**src/verilog/fwu_defs.svh**
```systemverilog
// Behaviour
// - ignore write strobes shorter than 5 ns
// - output enable low blocks every write
// - unlock protection always on, never bypassed
// - sequences open AA@5555, 55@2AAA, cmd@5555
// - program is unlock with A0, then data
// - fourth write gives program address and data
// - erase needs six writes, 80 then AA/55
// - sixth write 30 selects sector erase
// - sixth write 50 selects block erase
// - chip erase 10@5555 in parallel mode only
// - unlock with 90 enters identification mode
// - F0 single or unlocked leaves identification
// - identification mode cleared by reset
// - mismatched write aborts sequence to read mode
// - sequence steps are consecutive cycles in parallel mode
// - command addresses compare bits 14 to 0
// - writes ignored while operation runs
// - top status bit complement or zero while busy
// - next status bit alternates per busy read
`ifndef FWU_DEFS_SVH
`define FWU_DEFS_SVH
`define FWU_ADDR_W 22
`define FWU_CMD_MSB 14
`define FWU_CMD_W 15
`define FWU_ADDR_UNLOCK1 15'h5555
`define FWU_ADDR_UNLOCK2 15'h2AAA
`define FWU_DAT_UNLOCK1 8'hAA
`define FWU_DAT_UNLOCK2 8'h55
`define FWU_DAT_PROGRAM 8'hA0
`define FWU_DAT_ERASE 8'h80
`define FWU_DAT_ID_ENTRY 8'h90
`define FWU_DAT_ID_EXIT 8'hF0
`define FWU_DAT_SECTOR 8'h30
`define FWU_DAT_BLOCK 8'h50
`define FWU_DAT_CHIP 8'h10
`define FWU_LEN_PROGRAM 3'h4
`define FWU_LEN_ERASE 3'h6
`define FWU_LEN_UNLOCK 3'h3
`define FWU_LEN_SHORT 3'h1
`define FWU_GLITCH_PS 5000
`define FWU_CLK_PS 5000
`define FWU_HOST_STROBE_CYC 2
`define FWU_TOP_BIT 7
`define FWU_TOGGLE_BIT 6
`endif

```
**src/verilog/fwu_pkg.sv**
```systemverilog
package fwu_pkg;
  typedef enum logic [1:0] {OP_PROGRAM, OP_SECTOR, OP_BLOCK, OP_CHIP} fwu_op_t;
  typedef enum logic [2:0] {
    CMD_PROGRAM, CMD_SECTOR, CMD_BLOCK, CMD_CHIP,
    CMD_ID_ENTRY, CMD_ID_EXIT, CMD_ID_EXIT_SHORT, CMD_READ
  } fwu_cmd_t;
  typedef enum logic [3:0] {
    S_IDLE, S_UNLK1, S_UNLK2, S_PGM, S_ERS3, S_ERS4, S_ERS5, S_BUSY
  } fwu_state_t;
  typedef enum logic [1:0] {H_IDLE, H_LOW, H_HIGH, H_READ} fwu_hstate_t;
endpackage

```
**src/verilog/fwu_if.sv**
```systemverilog
`timescale 1ns/1ps
`include "fwu_defs.svh"
interface fwu_if;
  logic writeStrobeN;
  logic outEnableN;
  logic [`FWU_ADDR_W-1:0] addr;
  logic [7:0] wdata;
  logic rdReq;
  logic rdValid;
  logic [7:0] rdData;
  modport device (
    input writeStrobeN, outEnableN, addr, wdata, rdReq,
    output rdValid, rdData
  );
  modport host (
    output writeStrobeN, outEnableN, addr, wdata, rdReq,
    input rdValid, rdData
  );
endinterface

```
**src/verilog/fwu_device.sv**
```systemverilog
`timescale 1ns/1ps
`include "fwu_defs.svh"
module fwu_device #(
  parameter logic [7:0] MFR_ID = 8'h3C, // arbitrary value
  parameter logic [7:0] DEV_ID = 8'hC3  // arbitrary value
) (
  input wire logic clk,
  input wire logic reset_n,
  fwu_if.device bus,
  input wire logic parallelMode,
  output logic [`FWU_ADDR_W-1:0] arrayAddr,
  input wire logic [7:0] arrayRdData,
  input wire logic engineDone,
  output logic opStart,
  output fwu_pkg::fwu_op_t opKind,
  output logic [`FWU_ADDR_W-1:0] opAddr,
  output logic [7:0] opData,
  output logic busy,
  output logic idMode
);
  import fwu_pkg::*;

  localparam int GlitchCycRaw = (`FWU_GLITCH_PS + `FWU_CLK_PS - 1) / `FWU_CLK_PS;
  localparam int GlitchCyc = (GlitchCycRaw < 1) ? 1 : GlitchCycRaw;
  localparam logic [7:0] GlitchCnt = 8'(GlitchCyc);

  fwu_state_t state_q, state_d;
  logic idMode_q, idMode_d;
  logic opStart_q, opStart_d;
  fwu_op_t opKind_q, opKind_d;
  logic [`FWU_ADDR_W-1:0] opAddr_q, opAddr_d;
  logic [7:0] opData_q, opData_d;
  logic [7:0] lowCnt_q, lowCnt_d;
  logic inhibit_q;
  logic toggle_q;
  logic rdValid_q;
  logic [7:0] rdData_q, rdData_d;

  wire strobeLow = ~bus.writeStrobeN;
  wire [`FWU_CMD_W-1:0] cmdAddr = bus.addr[`FWU_CMD_MSB:0];
  wire isAddr1 = (cmdAddr == `FWU_ADDR_UNLOCK1);
  wire isAddr2 = (cmdAddr == `FWU_ADDR_UNLOCK2);
  wire step1Ok = isAddr1 && (bus.wdata == `FWU_DAT_UNLOCK1);
  wire step2Ok = isAddr2 && (bus.wdata == `FWU_DAT_UNLOCK2);
  // write taken on strobe release, only after a long enough low phase
  wire pulseLong = (lowCnt_q >= GlitchCnt);
  wire wrCommit = bus.writeStrobeN && (lowCnt_q != 8'h00) && pulseLong &&
                  !inhibit_q && bus.outEnableN;
  wire inSequence = (state_q != S_IDLE) && (state_q != S_BUSY);
  // parallel mode: an intervening read cycle breaks the sequence
  wire rdBreak = bus.rdReq && parallelMode && inSequence;
  wire isBusy = (state_q == S_BUSY);
  wire busyPgm = isBusy && (opKind_q == OP_PROGRAM);
  wire topStatus = busyPgm ? ~opData_q[`FWU_TOP_BIT] : 1'b0;
  wire idByte = bus.addr[0];

  assign lowCnt_d = !strobeLow ? 8'h00 :
                    (lowCnt_q == GlitchCnt) ? lowCnt_q : lowCnt_q + 8'h01;

  always_comb begin
    state_d = state_q;
    idMode_d = idMode_q;
    opStart_d = 1'b0;
    opKind_d = opKind_q;
    opAddr_d = opAddr_q;
    opData_d = opData_q;
    if (rdBreak) begin
      state_d = S_IDLE;
    end else if (isBusy) begin
      // writes ignored until the operation ends
      if (engineDone) begin
        state_d = S_IDLE;
      end
    end else if (wrCommit) begin
      // every mismatch below falls back to idle at once
      state_d = S_IDLE;
      case (state_q)
        S_IDLE: begin
          if (step1Ok) begin
            state_d = S_UNLK1;
          end else if (bus.wdata == `FWU_DAT_ID_EXIT) begin
            idMode_d = 1'b0;
          end
        end
        S_UNLK1: begin
          if (step2Ok) begin
            state_d = S_UNLK2;
          end
        end
        S_UNLK2: begin
          if (isAddr1) begin
            case (bus.wdata)
              `FWU_DAT_PROGRAM: state_d = S_PGM;
              `FWU_DAT_ERASE: state_d = S_ERS3;
              `FWU_DAT_ID_ENTRY: idMode_d = 1'b1;
              `FWU_DAT_ID_EXIT: idMode_d = 1'b0;
              default: state_d = S_IDLE;
            endcase
          end
        end
        S_PGM: begin
          opKind_d = OP_PROGRAM;
          opAddr_d = bus.addr;
          opData_d = bus.wdata;
          opStart_d = 1'b1;
          state_d = S_BUSY;
        end
        S_ERS3: begin
          if (step1Ok) begin
            state_d = S_ERS4;
          end
        end
        S_ERS4: begin
          if (step2Ok) begin
            state_d = S_ERS5;
          end
        end
        S_ERS5: begin
          if (bus.wdata == `FWU_DAT_SECTOR) begin
            opKind_d = OP_SECTOR;
            opStart_d = 1'b1;
            state_d = S_BUSY;
          end else if (bus.wdata == `FWU_DAT_BLOCK) begin
            opKind_d = OP_BLOCK;
            opStart_d = 1'b1;
            state_d = S_BUSY;
          end else if (bus.wdata == `FWU_DAT_CHIP && isAddr1 && parallelMode) begin
            opKind_d = OP_CHIP;
            opStart_d = 1'b1;
            state_d = S_BUSY;
          end
          // op fields move only when the erase is accepted
          if (opStart_d) begin
            opAddr_d = bus.addr;
            opData_d = bus.wdata;
          end
        end
        default: state_d = S_IDLE;
      endcase
    end
  end
  always_comb begin
    if (isBusy) begin
      rdData_d = {topStatus, toggle_q, arrayRdData[`FWU_TOGGLE_BIT-1:0]};
    end else if (idMode_q) begin
      rdData_d = idByte ? DEV_ID : MFR_ID;
    end else begin
      rdData_d = arrayRdData;
    end
  end

  always_ff @(posedge clk) begin
    if (!reset_n) begin
      state_q <= S_IDLE;
      idMode_q <= 1'b0;
      opStart_q <= 1'b0;
      opKind_q <= OP_PROGRAM;
      opAddr_q <= '0;
      opData_q <= 8'h00;
    end else begin
      state_q <= state_d;
      idMode_q <= idMode_d;
      opStart_q <= opStart_d;
      opKind_q <= opKind_d;
      opAddr_q <= opAddr_d;
      opData_q <= opData_d;
    end
  end

  always_ff @(posedge clk) begin
    if (!reset_n) begin
      lowCnt_q <= 8'h00;
      inhibit_q <= 1'b0;
    end else begin
      lowCnt_q <= lowCnt_d;
      inhibit_q <= strobeLow && (inhibit_q || !bus.outEnableN);
    end
  end

  always_ff @(posedge clk) begin
    if (!reset_n) begin
      toggle_q <= 1'b0;
      rdValid_q <= 1'b0;
      rdData_q <= 8'h00;
    end else begin
      rdValid_q <= bus.rdReq;
      if (bus.rdReq) begin
        rdData_q <= rdData_d;
      end
      if (opStart_d) begin
        toggle_q <= 1'b0;
      end else if (bus.rdReq && isBusy) begin
        toggle_q <= ~toggle_q;
      end
    end
  end

  assign bus.rdValid = rdValid_q;
  assign bus.rdData = rdData_q;
  assign arrayAddr = bus.addr;
  assign opStart = opStart_q;
  assign opKind = opKind_q;
  assign opAddr = opAddr_q;
  assign opData = opData_q;
  assign busy = isBusy;
  assign idMode = idMode_q;
endmodule

```
**src/flat_wrapper.sv**
```systemverilog
// flat-port wrapper written by rule: the top's interface ports become plain ports
module fwu_device_flat import fwu_pkg::*;
#(
  parameter logic [7:0] MFR_ID = 8'h3C,                   
  parameter logic [7:0] DEV_ID = 8'hC3                    
)
  (clk, reset_n, parallelMode, arrayAddr, arrayRdData, engineDone, opStart, opKind, opAddr, opData, busy, idMode, bus_writeStrobeN, bus_outEnableN, bus_addr, bus_wdata, bus_rdReq, bus_rdValid, bus_rdData);
  fwu_if bus_i ();
  input wire logic clk;
  input wire logic reset_n;
  input wire logic parallelMode;
  output logic [`FWU_ADDR_W-1:0] arrayAddr;
  input wire logic [7:0] arrayRdData;
  input wire logic engineDone;
  output logic opStart;
  output fwu_pkg::fwu_op_t opKind;
  output logic [`FWU_ADDR_W-1:0] opAddr;
  output logic [7:0] opData;
  output logic busy;
  output logic idMode;
  input wire logic [$bits(bus_i.writeStrobeN)-1:0] bus_writeStrobeN;
  input wire logic [$bits(bus_i.outEnableN)-1:0] bus_outEnableN;
  input wire logic [$bits(bus_i.addr)-1:0] bus_addr;
  input wire logic [$bits(bus_i.wdata)-1:0] bus_wdata;
  input wire logic [$bits(bus_i.rdReq)-1:0] bus_rdReq;
  output wire logic [$bits(bus_i.rdValid)-1:0] bus_rdValid;
  output wire logic [$bits(bus_i.rdData)-1:0] bus_rdData;
  assign bus_i.writeStrobeN = bus_writeStrobeN;
  assign bus_i.outEnableN = bus_outEnableN;
  assign bus_i.addr = bus_addr;
  assign bus_i.wdata = bus_wdata;
  assign bus_i.rdReq = bus_rdReq;
  assign bus_rdValid = bus_i.rdValid;
  assign bus_rdData = bus_i.rdData;
  fwu_device #(.MFR_ID(MFR_ID), .DEV_ID(DEV_ID)) u_core (.clk(clk), .reset_n(reset_n), .bus(bus_i), .parallelMode(parallelMode), .arrayAddr(arrayAddr), .arrayRdData(arrayRdData), .engineDone(engineDone), .opStart(opStart), .opKind(opKind), .opAddr(opAddr), .opData(opData), .busy(busy), .idMode(idMode));
endmodule
```
**config.mk**
```make
export PLATFORM = sky130hd
export DESIGN_NAME = fwu_device_flat
export DESIGN_NICKNAME = d
export VERILOG_FILES = /design/src/verilog/fwu_pkg.sv /design/src/verilog/fwu_if.sv /design/src/verilog/fwu_device.sv /design/src/flat_wrapper.sv
export VERILOG_INCLUDE_DIRS = /design/src /design/src/verilog
export SDC_FILE = /design/constraint.sdc
export NUM_CORES = 1
export LEC_CHECK = 0
export BUFFER_PORTS_ARGS = -buffer_cell sky130_fd_sc_hd__buf_2
export CAP_MARGIN = 20
export CELL_PAD_IN_SITES_DETAIL_PLACEMENT = 1
export CELL_PAD_IN_SITES_GLOBAL_PLACEMENT = 2
export CORE_MARGIN = 3
export CORE_UTILIZATION = 26
export CTS_BUF_LIST = sky130_fd_sc_hd__clkbuf_2 sky130_fd_sc_hd__clkbuf_4 sky130_fd_sc_hd__clkbuf_8
export CTS_CLUSTER_DIAMETER = 30
export DETAILED_ROUTE_END_ITERATION = 8
export HOLD_SLACK_MARGIN = 0.03
export PLACE_DENSITY = 0.85
export SYNTH_ARGS = -nofsm -noshare
export SYNTH_HDL_FRONTEND = slang
export SYNTH_SLANG_ARGS = --single-unit
```
**constraint.sdc**
```tcl
create_clock -name clk -period 1.95 [get_ports clk]
set_clock_uncertainty 0.15 [all_clocks]
set_input_delay 0.39 -clock clk [delete_from_list [all_inputs] [get_ports clk]]
set_output_delay 0.39 -clock clk [all_outputs]
set_load 0.02 [all_outputs]
```
==> results of run 1 <==
==> synthesized netlist by cell type (all sizes together), types with 6 or more instances <==
cell type	number	share of area
nor2	23	0.029
mux2i	35	0.12
dfxtp	56	0.38
nand2	71	0.090
nor2b	6	0.013
clkbuf	12	0.015
o21ai	12	0.021
buf	27	0.081
a21oi	17	0.029
xor2	6	0.018
nand3	15	0.025
nand4	7	0.015
==> logic make-up after synthesis <==
logic type	count (synthesis)
simple gates	161
mux	35
compound gates	40
fa+ha+maj	4
buf+inv	44
flops	56
xor+xnor	9
==> state kept, by name, summed over array words and instances (netlist names) <==
name,cells
u_core.lowCnt_q,8
u_core.opAddr,22
u_core.inhibit_q,1
u_core.opData,8
u_core.idMode,1
u_core.bus.rdData,8
u_core.opStart,1
u_core.bus.rdValid,1
u_core.state_q,3
u_core.opKind,2
u_core.toggle_q,1
==> layer usage <==
| metal | GRT usage | wire [µm] | vias to the layer above |
|---|---|---|---|
| met3 | 0.03904 | 588 | 9 |
| li1 | - | - | 1439 |
| met4 | 0.04167 | 154 | 0 |
| met1 | 0.1879 | 4383 | 1376 |
| met5 | 0 | 0 | - |
| met2 | 0.2563 | 4783 | 72 |
==> metrics by stage <==
step | cell area [µm²] | setup slack (ns) | TNS [ns] | utilization
global placement | 3774 | -0.1661 | -5.360 | 0.3436
CTS | 3910 | -0.08632 | -0.8804 | 0.3560
finish | 4035 | -0.07022 | -0.7071 | 0.3674
floorplan | 2999 | -0.01514 | -0.4127 | -
global route | 4035 | -0.1336 | -3.119 | 0.3674
detailed placement | 3774 | -0.2906 | -8.526 | 0.3436
==> what timing repair did <==
item,CTS,global route
cloned,0,3
pin swaps,0,3
buffers inserted,2,1
endpoints found under the setup margin,33,35
resized for setup,3,12
==> worst reg2reg max path, stage by stage (launching register included) <==
cell and delay, ns:
dfxtp_2 0.35, inv_2 0.06, ha_2 0.17, nor2b_4 0.12, o2111ai_2 0.18, and3_4 0.22, o2111a_2 0.21, buf_12 0.15
buf_12 0.13, mux2i_2 0.22
==> path summary, 6_finish.rpt <==
check	slack, ns	endpoint	start	cells after the start
worst min register to register	0.32	u_core.opAddr[20]$_SDFFE_PN0P_	u_core.opAddr[20]$_SDFFE_PN0P_	2
worst max register to register	-0.07	u_core.opAddr[4]$_SDFFE_PN0P_	u_core.lowCnt_q[1]$_SDFFE_PP0P_	9
worst min-delay path	0.17	u_core.opAddr[21]$_SDFFE_PN0P_	bus_addr[21]	3
worst max-delay path	-0.07	u_core.opAddr[4]$_SDFFE_PN0P_	u_core.lowCnt_q[1]$_SDFFE_PP0P_	9
==> area by class of cell <==
class,instances,area share
flip-flops and latches,56,0.2797
inverters,5,0.004651
clock inverters,3,0.01023
well taps,140,0.04341
clock buffers,5,0.01705
repair buffers,158,0.2478
multi-input cells,249,0.3972
==> power by group through the flow <==
stage,Combinational (µW),Sequential (µW),Clock (µW)
after floorplan,183,1210,0
after global placement,353,1200,0
after detailed placement,362,1200,0
after CTS,367,1170,820
after global routing,401,1170,865
final,367,1170,789
==> impl_metrics.py, run 1 <==
metrics = {
    "run_status": {
        "status": "complete, but fails checks",
        "violations": "setup timing",
    },
    "floorplanning": {
        "core-area_um2": 10980,
        "pin_count": 111,
        "die_height_um": 112.9,
        "row_count": 38,
        "die-area_um2": 12750,
        "die_w_um": 112.9,
        "start_util": 0.2707,
    },
    "critical_path": {
        "cpPeakStageDelay_ns": 0.35,
        "end_kind": "flip-flop",
        "worstPathBufferInverterCount": 3,
        "crit_type": "reg2reg",
        "crit_family": "compound AO/OA/AOI/OAI gates",
        "crit_top_cell": "buf_12",
        "worstSetupStartpointType": "flip-flop",
        "cp_slowest_cell": "dfxtp_2",
        "crit_chain": "inv_2, ha_2, nor2b_4, o2111ai_2, and3_4, o2111a_2, buf_12, buf_12, mux2i_2",
        "cp_max_fo": 6,
        "worst_ep_arrival_time_ns": 2.11,
        "required_ns": 2.04,
    },
    "power": {
        "power_switching_uw": 628.0,
        "p_leak_uw": 0.001768,
        "p_clk_frac": 0.339,
        "power_uw": 2326,
        "pwr-share-seq": 0.503,
        "power_density_nw_per_um2": 576.3,
        "internal-power_uw": 1697,
        "swShare": 0.2701,
        "ir_drop_v": 0.0002836,
        "power.share.combinational": 0.158,
    },
    "final_layout": {
        "seq_area_um2": 1129,
        "drive_gt1_frac": 0.3929,
        "layout.cells.non_filler": 616,
        "diodes": 0,
        "syn_to_final_growth_pct": 35.73,
        "final_cell_mix": "buf_2 (110), nand2_1 (71), dfxtp_1 (52), buf_4 (41), mux2i_1 (33)",
        "final_common_cell": "buf_2",
        "multi_input_area_um2": 1603,
        "n_fill_cell": 1351,
        "nets": 524,
    },
    "cts": {
        "tritoncts": "yes",
        "clk_pin_slew_worst_paths_ns": 0.11,
        "holdBufCountCts": 0,
        "cts.path.max_buffers": 2,
        "cts.sinks": 56,
        "cts_made_buffers": 5,
        "ctsHtreeMaxLevel": 2,
        "cts-root-buf": "clkbuf_8",
        "clock_latency_ns": 0.32,
    },
    "timing": {
        "fin_ws_ns": -0.07022,
        "rsz0062_at_grt": "true",
        "achievable-frequency_mhz": 495.0,
        "fin_crit_sh": 1.036,
        "finalHoldViolCount": 0,
        "hold_slack_ns": 0.1661,
        "timing.final.max_slew_violations": 0,
        "worstMarginPinSlew_ns": 0.3641,
        "slew_headroom": 0.7540,
        "finalWorstPathRequiredPeriod_ns": 2.020,
        "setup_violations": 29,
    },
    "global_routing": {
        "grt_pass1_vias": 2988,
        "grt_max_degree": 39,
        "antenna_found_initial": 0,
        "grt_use_total": 0.1504,
        "grt_pass1_wl_um": 15550,
        "overflow": 0,
    },
    "yosys": {
        "ys_ff_latch": 56,
        "syn_area_um2": 2973,
        "ys_types": 46,
        "synth_top_family_by_area": "simple AND/OR/NAND/NOR gates",
        "synth.avg_cell_area_um2": 8.518,
        "ys_seq_area_frac": 0.3771,
        "synth_fa_ha_area_frac": 0.01684,
        "synth_xor_area_frac": 0.02652,
        "syn_nets": 398,
        "yosys.area_share.simple": 0.2786,
        "ys.flop_type": "dfxtp_1",
        "synth_edf_count": 0,
        "synth_compound_gate_area_share": 0.08039,
        "netlist_instances": 349,
        "synth_mux_area_frac": 0.1178,
        "yosys_warnings": 0,
        "async_flop_share": 0,
    },
    "run": {
        "maxCapViolations": 0,
    },
    "drt": {
        "drtAntennaViolNets": 0,
        "dr_total_vias": 2896,
        "drtPass1Iterations": 4,
        "drc": 0,
        "wl_um": 9909,
        "drt_iter0_drc": 131,
        "vias_per_cell": 4.701,
        "wl_per_cell_um": 16.09,
    },
    "place": {
        "gp_congestion": 0.8811,
        "port-buffer-count": 110,
        "dpl.hpwl_um": 7946,
        "dp_cells": 603,
    },
    "min_path": {
        "hp-class": "in2reg",
    },
}
(Power assumes the default switching activity.)
==> run 2: changes to the inputs <==
--- a/config.mk
+++ b/config.mk
@@ -10,7 +10,7 @@
 export CAP_MARGIN = 20
 export CELL_PAD_IN_SITES_DETAIL_PLACEMENT = 1
 export CELL_PAD_IN_SITES_GLOBAL_PLACEMENT = 2
-export CORE_MARGIN = 3
+export CORE_MARGIN = 2
 export CORE_UTILIZATION = 26
 export CTS_BUF_LIST = sky130_fd_sc_hd__clkbuf_2 sky130_fd_sc_hd__clkbuf_4 sky130_fd_sc_hd__clkbuf_8
 export CTS_CLUSTER_DIAMETER = 30
==> run 2 against run 1 <==
  * The flow still finishes with violations (setup timing)
  * Sequential power barely moved
  * Power decreased by 0.35%
  * Sequential cell count unchanged
  * Cell count shrank 0.81%
  * Critical path depth fell by 1
  * Clock power barely moved
  * Core utilization down 2.0 points
  * Setup slack improved by 0.0066 ns
  * Register-to-register slack hardly changed
  * First-iteration DRC count grew 1.5%
  * Critical endpoint is now u_core.opAddr[8]$_SDFFE_PN0P_
  * Largest cell class unchanged
  * Highest routed layer unchanged
==> impl_metrics.py, run 2 (synthesized netlist as in run 1, its figures left out) <==
metrics = {
    "final_layout": {
        "finish.utilization": 0.3474,
        "nets": 516,
        "diodes": 0,
        "final_common_cell": "buf_2",
        "drive_gt1_frac": 0.3761,
        "largest_reg_flops": 22,
        "final_cell_mix": "buf_2 (110), nand2_1 (71), dfxtp_1 (53), buf_4 (37), mux2i_1 (35)",
        "syn_to_final_growth_pct": 31.73,
    },
    "place": {
        "port-buffer-count": 110,
        "dpl.hpwl_um": 7414,
        "gp_congestion": 0.8310,
    },
    "critical_path": {
        "ff2ff_path_depth": 8,
        "worstSetupStartpointType": "flip-flop",
        "startpoint": "u_core.lowCnt_q[1]$_SDFFE_PP0P_",
        "required_ns": 2.04,
        "rr_endpoint": "u_core.opAddr[8]$_SDFFE_PN0P_",
        "rr_startpoint": "u_core.lowCnt_q[1]$_SDFFE_PP0P_",
        "cp_max_fo": 14,
        "worst_ep_arrival_time_ns": 2.10,
        "end_kind": "flip-flop",
        "reg2reg_slack_ns": -0.06,
        "crit_type": "reg2reg",
    },
    "floorplanning": {
        "start_util": 0.2637,
        "die-area_um2": 12310,
        "pin_count": 111,
        "core-area_um2": 11270,
        "die_w_um": 110.9,
        "die_height_um": 110.9,
        "row_count": 39,
    },
    "drt": {
        "wl_um": 9282,
        "vias_per_cell": 4.732,
        "drtAntennaViolNets": 0,
        "drt_iter0_drc": 133,
        "wl_per_cell_um": 15.19,
        "dr_total_vias": 2891,
        "drc": 0,
        "drtPass1Iterations": 4,
    },
    "cts": {
        "cts_made_buffers": 5,
        "clock_latency_ns": 0.31,
        "cts.sinks": 56,
        "ctsHtreeMaxLevel": 2,
        "tritoncts": "yes",
        "cts.path.max_buffers": 2,
        "cts-root-buf": "clkbuf_8",
        "clk_pin_slew_worst_paths_ns": 0.11,
    },
    "global_routing": {
        "grt_max_degree": 41,
        "grt_use_total": 0.1481,
        "overflow": 0,
        "grt_pass1_wl_um": 14900,
        "antenna_found_initial": 0,
        "grt_pass1_vias": 2972,
    },
    "power": {
        "ir_drop_v": 0.0002620,
        "power_density_nw_per_um2": 591.8,
        "p_leak_uw": 0.001690,
    },
    "timing": {
        "fin_ws_ns": -0.06360,
        "finalHoldViolCount": 0,
        "achievable-frequency_mhz": 496.6,
        "finalWorstPathRequiredPeriod_ns": 2.014,
        "worstMarginPinSlew_ns": 0.3805,
        "timing.final.max_slew_violations": 0,
        "rsz0062_at_grt": "true",
        "finalSetupTns_ns": -0.8986,
        "setup_violations": 28,
        "slew_headroom": 0.7463,
        "fin_crit_sh": 1.033,
    },
    "min_path": {
        "hold_end": "u_core.opAddr[21]$_SDFFE_PN0P_",
        "hp-class": "in2reg",
        "whs_path_depth": 3,
        "min_from": "bus_addr[21]",
    },
    "run_status": {
        "status": "complete, but fails checks",
        "violations": "setup timing",
    },
    "run": {
        "maxCapViolations": 0,
    },
}
[run 2: area by class of cell]
type | instances | area, µm²
clock buffers | 6 | 76.32
fillers | 1407 | 7356
well taps | 143 | 178.9
inverters | 5 | 21.27
multi-input cells | 249 | 1598
repair buffers | 150 | 879.6
clock inverters | 2 | 35.03
flip-flops and latches | 56 | 1127
[run 2: how the worst max path moves through the flow]
stage	slack [ns]	to	cells past startpoint
after floorplan	-0.02	u_core.opKind[0]$_SDFFE_PN0P_	9
after global placement	-0.18	u_core.opData[6]$_SDFFE_PN0P_	7
after detailed placement	-0.29	u_core.opData[5]$_SDFFE_PN0P_	7
after CTS	-0.10	u_core.opData[5]$_SDFFE_PN0P_	8
after global routing	-0.16	u_core.opAddr[1]$_SDFFE_PN0P_	8
final	-0.06	u_core.opAddr[8]$_SDFFE_PN0P_	8
[run 2: stage by stage]
step,hold slack [ns],std cells,total power [µW],area [µm²],setup WS (ns)
after CTS,0.1700,610,2350,3882,-0.1010
after floorplan,0.2868,349,1393,2999,-0.01514
final,0.1760,611,2317,3916,-0.06360
after global placement,0.2907,602,1540,3760,-0.1792
after detailed placement,0.2980,602,1551,3760,-0.2932
after global routing,0.1654,611,2437,3916,-0.1609
[run 2: metal layers]
metal,share of wire,vias to the layer above,GRT usage
li1,-,1415,-
met1,0.44,1399,0.1815
met2,0.49,64,0.2536
met3,0.049,13,0.03663
met4,0.021,0,0.05000
met5,0,-,0
[run 2: critical path: stages (launching register included)]
cell and delay (ns):
dfxtp_2 0.34, inv_2 0.09, ha_2 0.21, nor2b_4 0.04, o2111ai_2 0.20, and3_4 0.22
o2111a_2 0.28, buf_12 0.18, mux2i_1 0.20
[run 2: repair_timing]
action / CTS / global route
setup endpoints to repair: 34 / 35
buffers inserted: 0 / 1
gates resized for setup: 2 / 6
hold buffers: 0 / 0
[run 2: where the power goes]
group | internal (µW) | switching, µW
Combinational | 151 | 207
Clock | 396 | 393
Sequential | 1160 | 10.4
Total | 1710 | 610
==> run 3: changes to the inputs <==
--- a/config.mk
+++ b/config.mk
@@ -17,6 +17,7 @@
 export DETAILED_ROUTE_END_ITERATION = 8
 export HOLD_SLACK_MARGIN = 0.03
 export PLACE_DENSITY = 0.85
+export REMOVE_ABC_BUFFERS = 1
 export SYNTH_ARGS = -nofsm -noshare
 export SYNTH_HDL_FRONTEND = slang
 export SYNTH_SLANG_ARGS = --single-unit
==> run 3 against run 2 <==
  * The flow still finishes with violations (setup timing)
  * Largest cell class unchanged
  * Clock-buffer cell count grew 2
  * Via count grew 2.1%
  * Sequential cell count is the same
  * Maximum frequency shrank 2.5%
  * Sequential share of layout area shrank 1.4 points
  * Core utilization grew 1.8 points
==> impl_metrics.py, run 3 (synthesized netlist as in run 1, its figures left out) <==
metrics = {
    "final_layout": {
        "largest_reg_flops": 22,
        "drive_gt1_frac": 0.4029,
        "nets": 532,
        "syn_to_final_growth_pct": 38.51,
        "final_cell_mix": "buf_2 (110), nand2_1 (71), dfxtp_1 (52), buf_4 (49), mux2i_1 (34)",
        "final_common_cell": "buf_2",
    },
    "place": {
        "port-buffer-count": 110,
        "dpl.hpwl_um": 7611,
        "pre_cts_ws_ns": -0.3139,
        "gp_congestion": 0.8930,
    },
    "floorplanning": {
        "die_height_um": 110.9,
        "start_util": 0.2637,
        "pin_count": 111,
        "row_count": 39,
        "die_w_um": 110.9,
        "die-area_um2": 12310,
        "core-area_um2": 11270,
    },
    "drt": {
        "drtPass1Iterations": 4,
        "drtAntennaViolNets": 0,
        "drt_iter0_drc": 97,
        "wl_per_cell_um": 15.84,
        "dr_total_vias": 2953,
        "wl_um": 9950,
        "drc": 0,
        "vias_per_cell": 4.702,
    },
    "cts": {
        "holdBufCountCts": 0,
        "tritoncts": "yes",
        "cts.path.max_buffers": 2,
        "cts-root-buf": "clkbuf_8",
        "ctsHtreeMaxLevel": 2,
        "cts_made_buffers": 5,
        "clk_pin_slew_worst_paths_ns": 0.10,
        "clock_latency_ns": 0.31,
        "cts.sinks": 56,
    },
    "timing": {
        "finalSetupTns_ns": -1.825,
        "fin_crit_sh": 1.059,
        "fin_ws_ns": -0.1148,
        "rsz0062_at_grt": "true",
        "hold_slack_ns": 0.1770,
        "achievable-frequency_mhz": 484.3,
        "slew_headroom": 0.6688,
        "setup_violations": 33,
        "finalWorstPathRequiredPeriod_ns": 2.065,
        "worstMarginPinSlew_ns": 0.4968,
        "finalHoldViolCount": 0,
        "timing.final.max_slew_violations": 0,
    },
    "critical_path": {
        "worstSetupStartpointType": "flip-flop",
        "crit_top_cell": "buf_12",
        "end_kind": "flip-flop",
        "rr_endpoint": "u_core.opKind[0]$_SDFFE_PN0P_",
        "rr_startpoint": "u_core.lowCnt_q[1]$_SDFFE_PP0P_",
        "cp_slowest_cell": "dfxtp_2",
        "crit_type": "reg2reg",
        "reg2reg_slack_ns": -0.11,
        "ff2ff_path_depth": 9,
        "cpPeakStageDelay_ns": 0.37,
        "crit_chain": "inv_4, ha_4, nor2b_4, o2111ai_2, and3_4, o2111a_2, buf_12, buf_12, mux2i_4",
        "required_ns": 2.04,
        "worst_ep_arrival_time_ns": 2.15,
        "cp_max_fo": 8,
    },
    "power": {
        "ir_drop_v": 0.0002678,
        "power_uw": 2247,
        "power_density_nw_per_um2": 545.8,
        "p_leak_uw": 0.001791,
    },
    "global_routing": {
        "grt_pass1_vias": 2991,
        "antenna_found_initial": 1,
        "overflow": 0,
        "grt_pass1_wl_um": 15330,
        "grt_use_total": 0.1535,
        "grt_max_degree": 53,
    },
    "run_status": {
        "violations": "setup timing",
        "status": "complete, but fails checks",
    },
    "run": {
        "maxCapViolations": 0,
    },
    "min_path": {
        "hp-class": "in2reg",
        "min_from": "bus_addr[21]",
        "whs_path_depth": 3,
        "hold_end": "u_core.opAddr[21]$_SDFFE_PN0P_",
    },
}
[run 3: changes by cell type in the layout (fill, tap and decap cells not counted), sizes merged]
| cell | change |
|---|---|
| clkbuf | +4 |
| buf | +14 |
| bufinv | -1 |
| diode | +1 |
| clkinv | -1 |
[run 3: per-layer routing]
metal	share of wire	GRT usage	vias to the layer above
li1	-	-	1447
met1	0.45	0.1850	1428
met2	0.50	0.2765	66
met3	0.041	0.03499	12
met4	0.015	0.03667	0
met5	0	0	-
[run 3: how the worst max path moves through the flow]
| stage | cells after the start | to | start |
|---|---|---|---|
| floorplan | 7 | u_core.opAddr[0]$_SDFFE_PN0P_ | u_core.lowCnt_q[0]$_SDFFE_PP0P_ |
| global placement | 8 | u_core.opData[4]$_SDFFE_PN0P_ | bus_addr[1] |
| detailed placement | 8 | u_core.opKind[0]$_SDFFE_PN0P_ | bus_addr[1] |
| CTS | 9 | u_core.opAddr[21]$_SDFFE_PN0P_ | u_core.lowCnt_q[0]$_SDFFE_PP0P_ |
| global route | 9 | u_core.opKind[0]$_SDFFE_PN0P_ | u_core.lowCnt_q[1]$_SDFFE_PP0P_ |
| finish | 9 | u_core.opKind[0]$_SDFFE_PN0P_ | u_core.lowCnt_q[1]$_SDFFE_PP0P_ |
[run 3: critical path, delay by kind of cell, from the launching register on]
kind / cells / cell delay [ns]
compound gates: 2 / 0.41
flops: 1 / 0.37
simple gates: 2 / 0.35
buf+inv: 3 / 0.34
mux: 1 / 0.22
fa+ha+maj: 1 / 0.15
[run 3: cell type report]
type,instances,area [µm²]
fill,1369,7154
sequential,56,1126
inverter,5,21.27
antenna,1,2.502
tap,143,178.9
timing repair buffer,166,1060
clock buffer,8,97.59
multi-input combinational,249,1632
[run 3: stage by stage]
step | util | instances | area [µm²]
2_1_floorplan | - | 310 | 2686
3_3_place_gp | 0.3372 | 611 | 3801
3_5_place_dp | 0.3372 | 611 | 3801
4_1_cts | 0.3562 | 623 | 4015
5_1_grt | 0.3653 | 628 | 4118
6_report | 0.3653 | 628 | 4118
[run 3: repair_timing]
item,4_1_cts,5_1_grt
resized for setup,15,9
pin swaps,2,3
setup buffers,3,3
setup endpoints to repair,34,36
gates cloned,1,2
[run 3: where the power goes]
| part | internal (µW) | leakage [µW] | switching [µW] |
|---|---|---|---|
| registers | 1160 | 0.000455 | 10.9 |
| logic | 165 | 0.00128 | 215 |
| clock network | 319 | 0.0000523 | 378 |
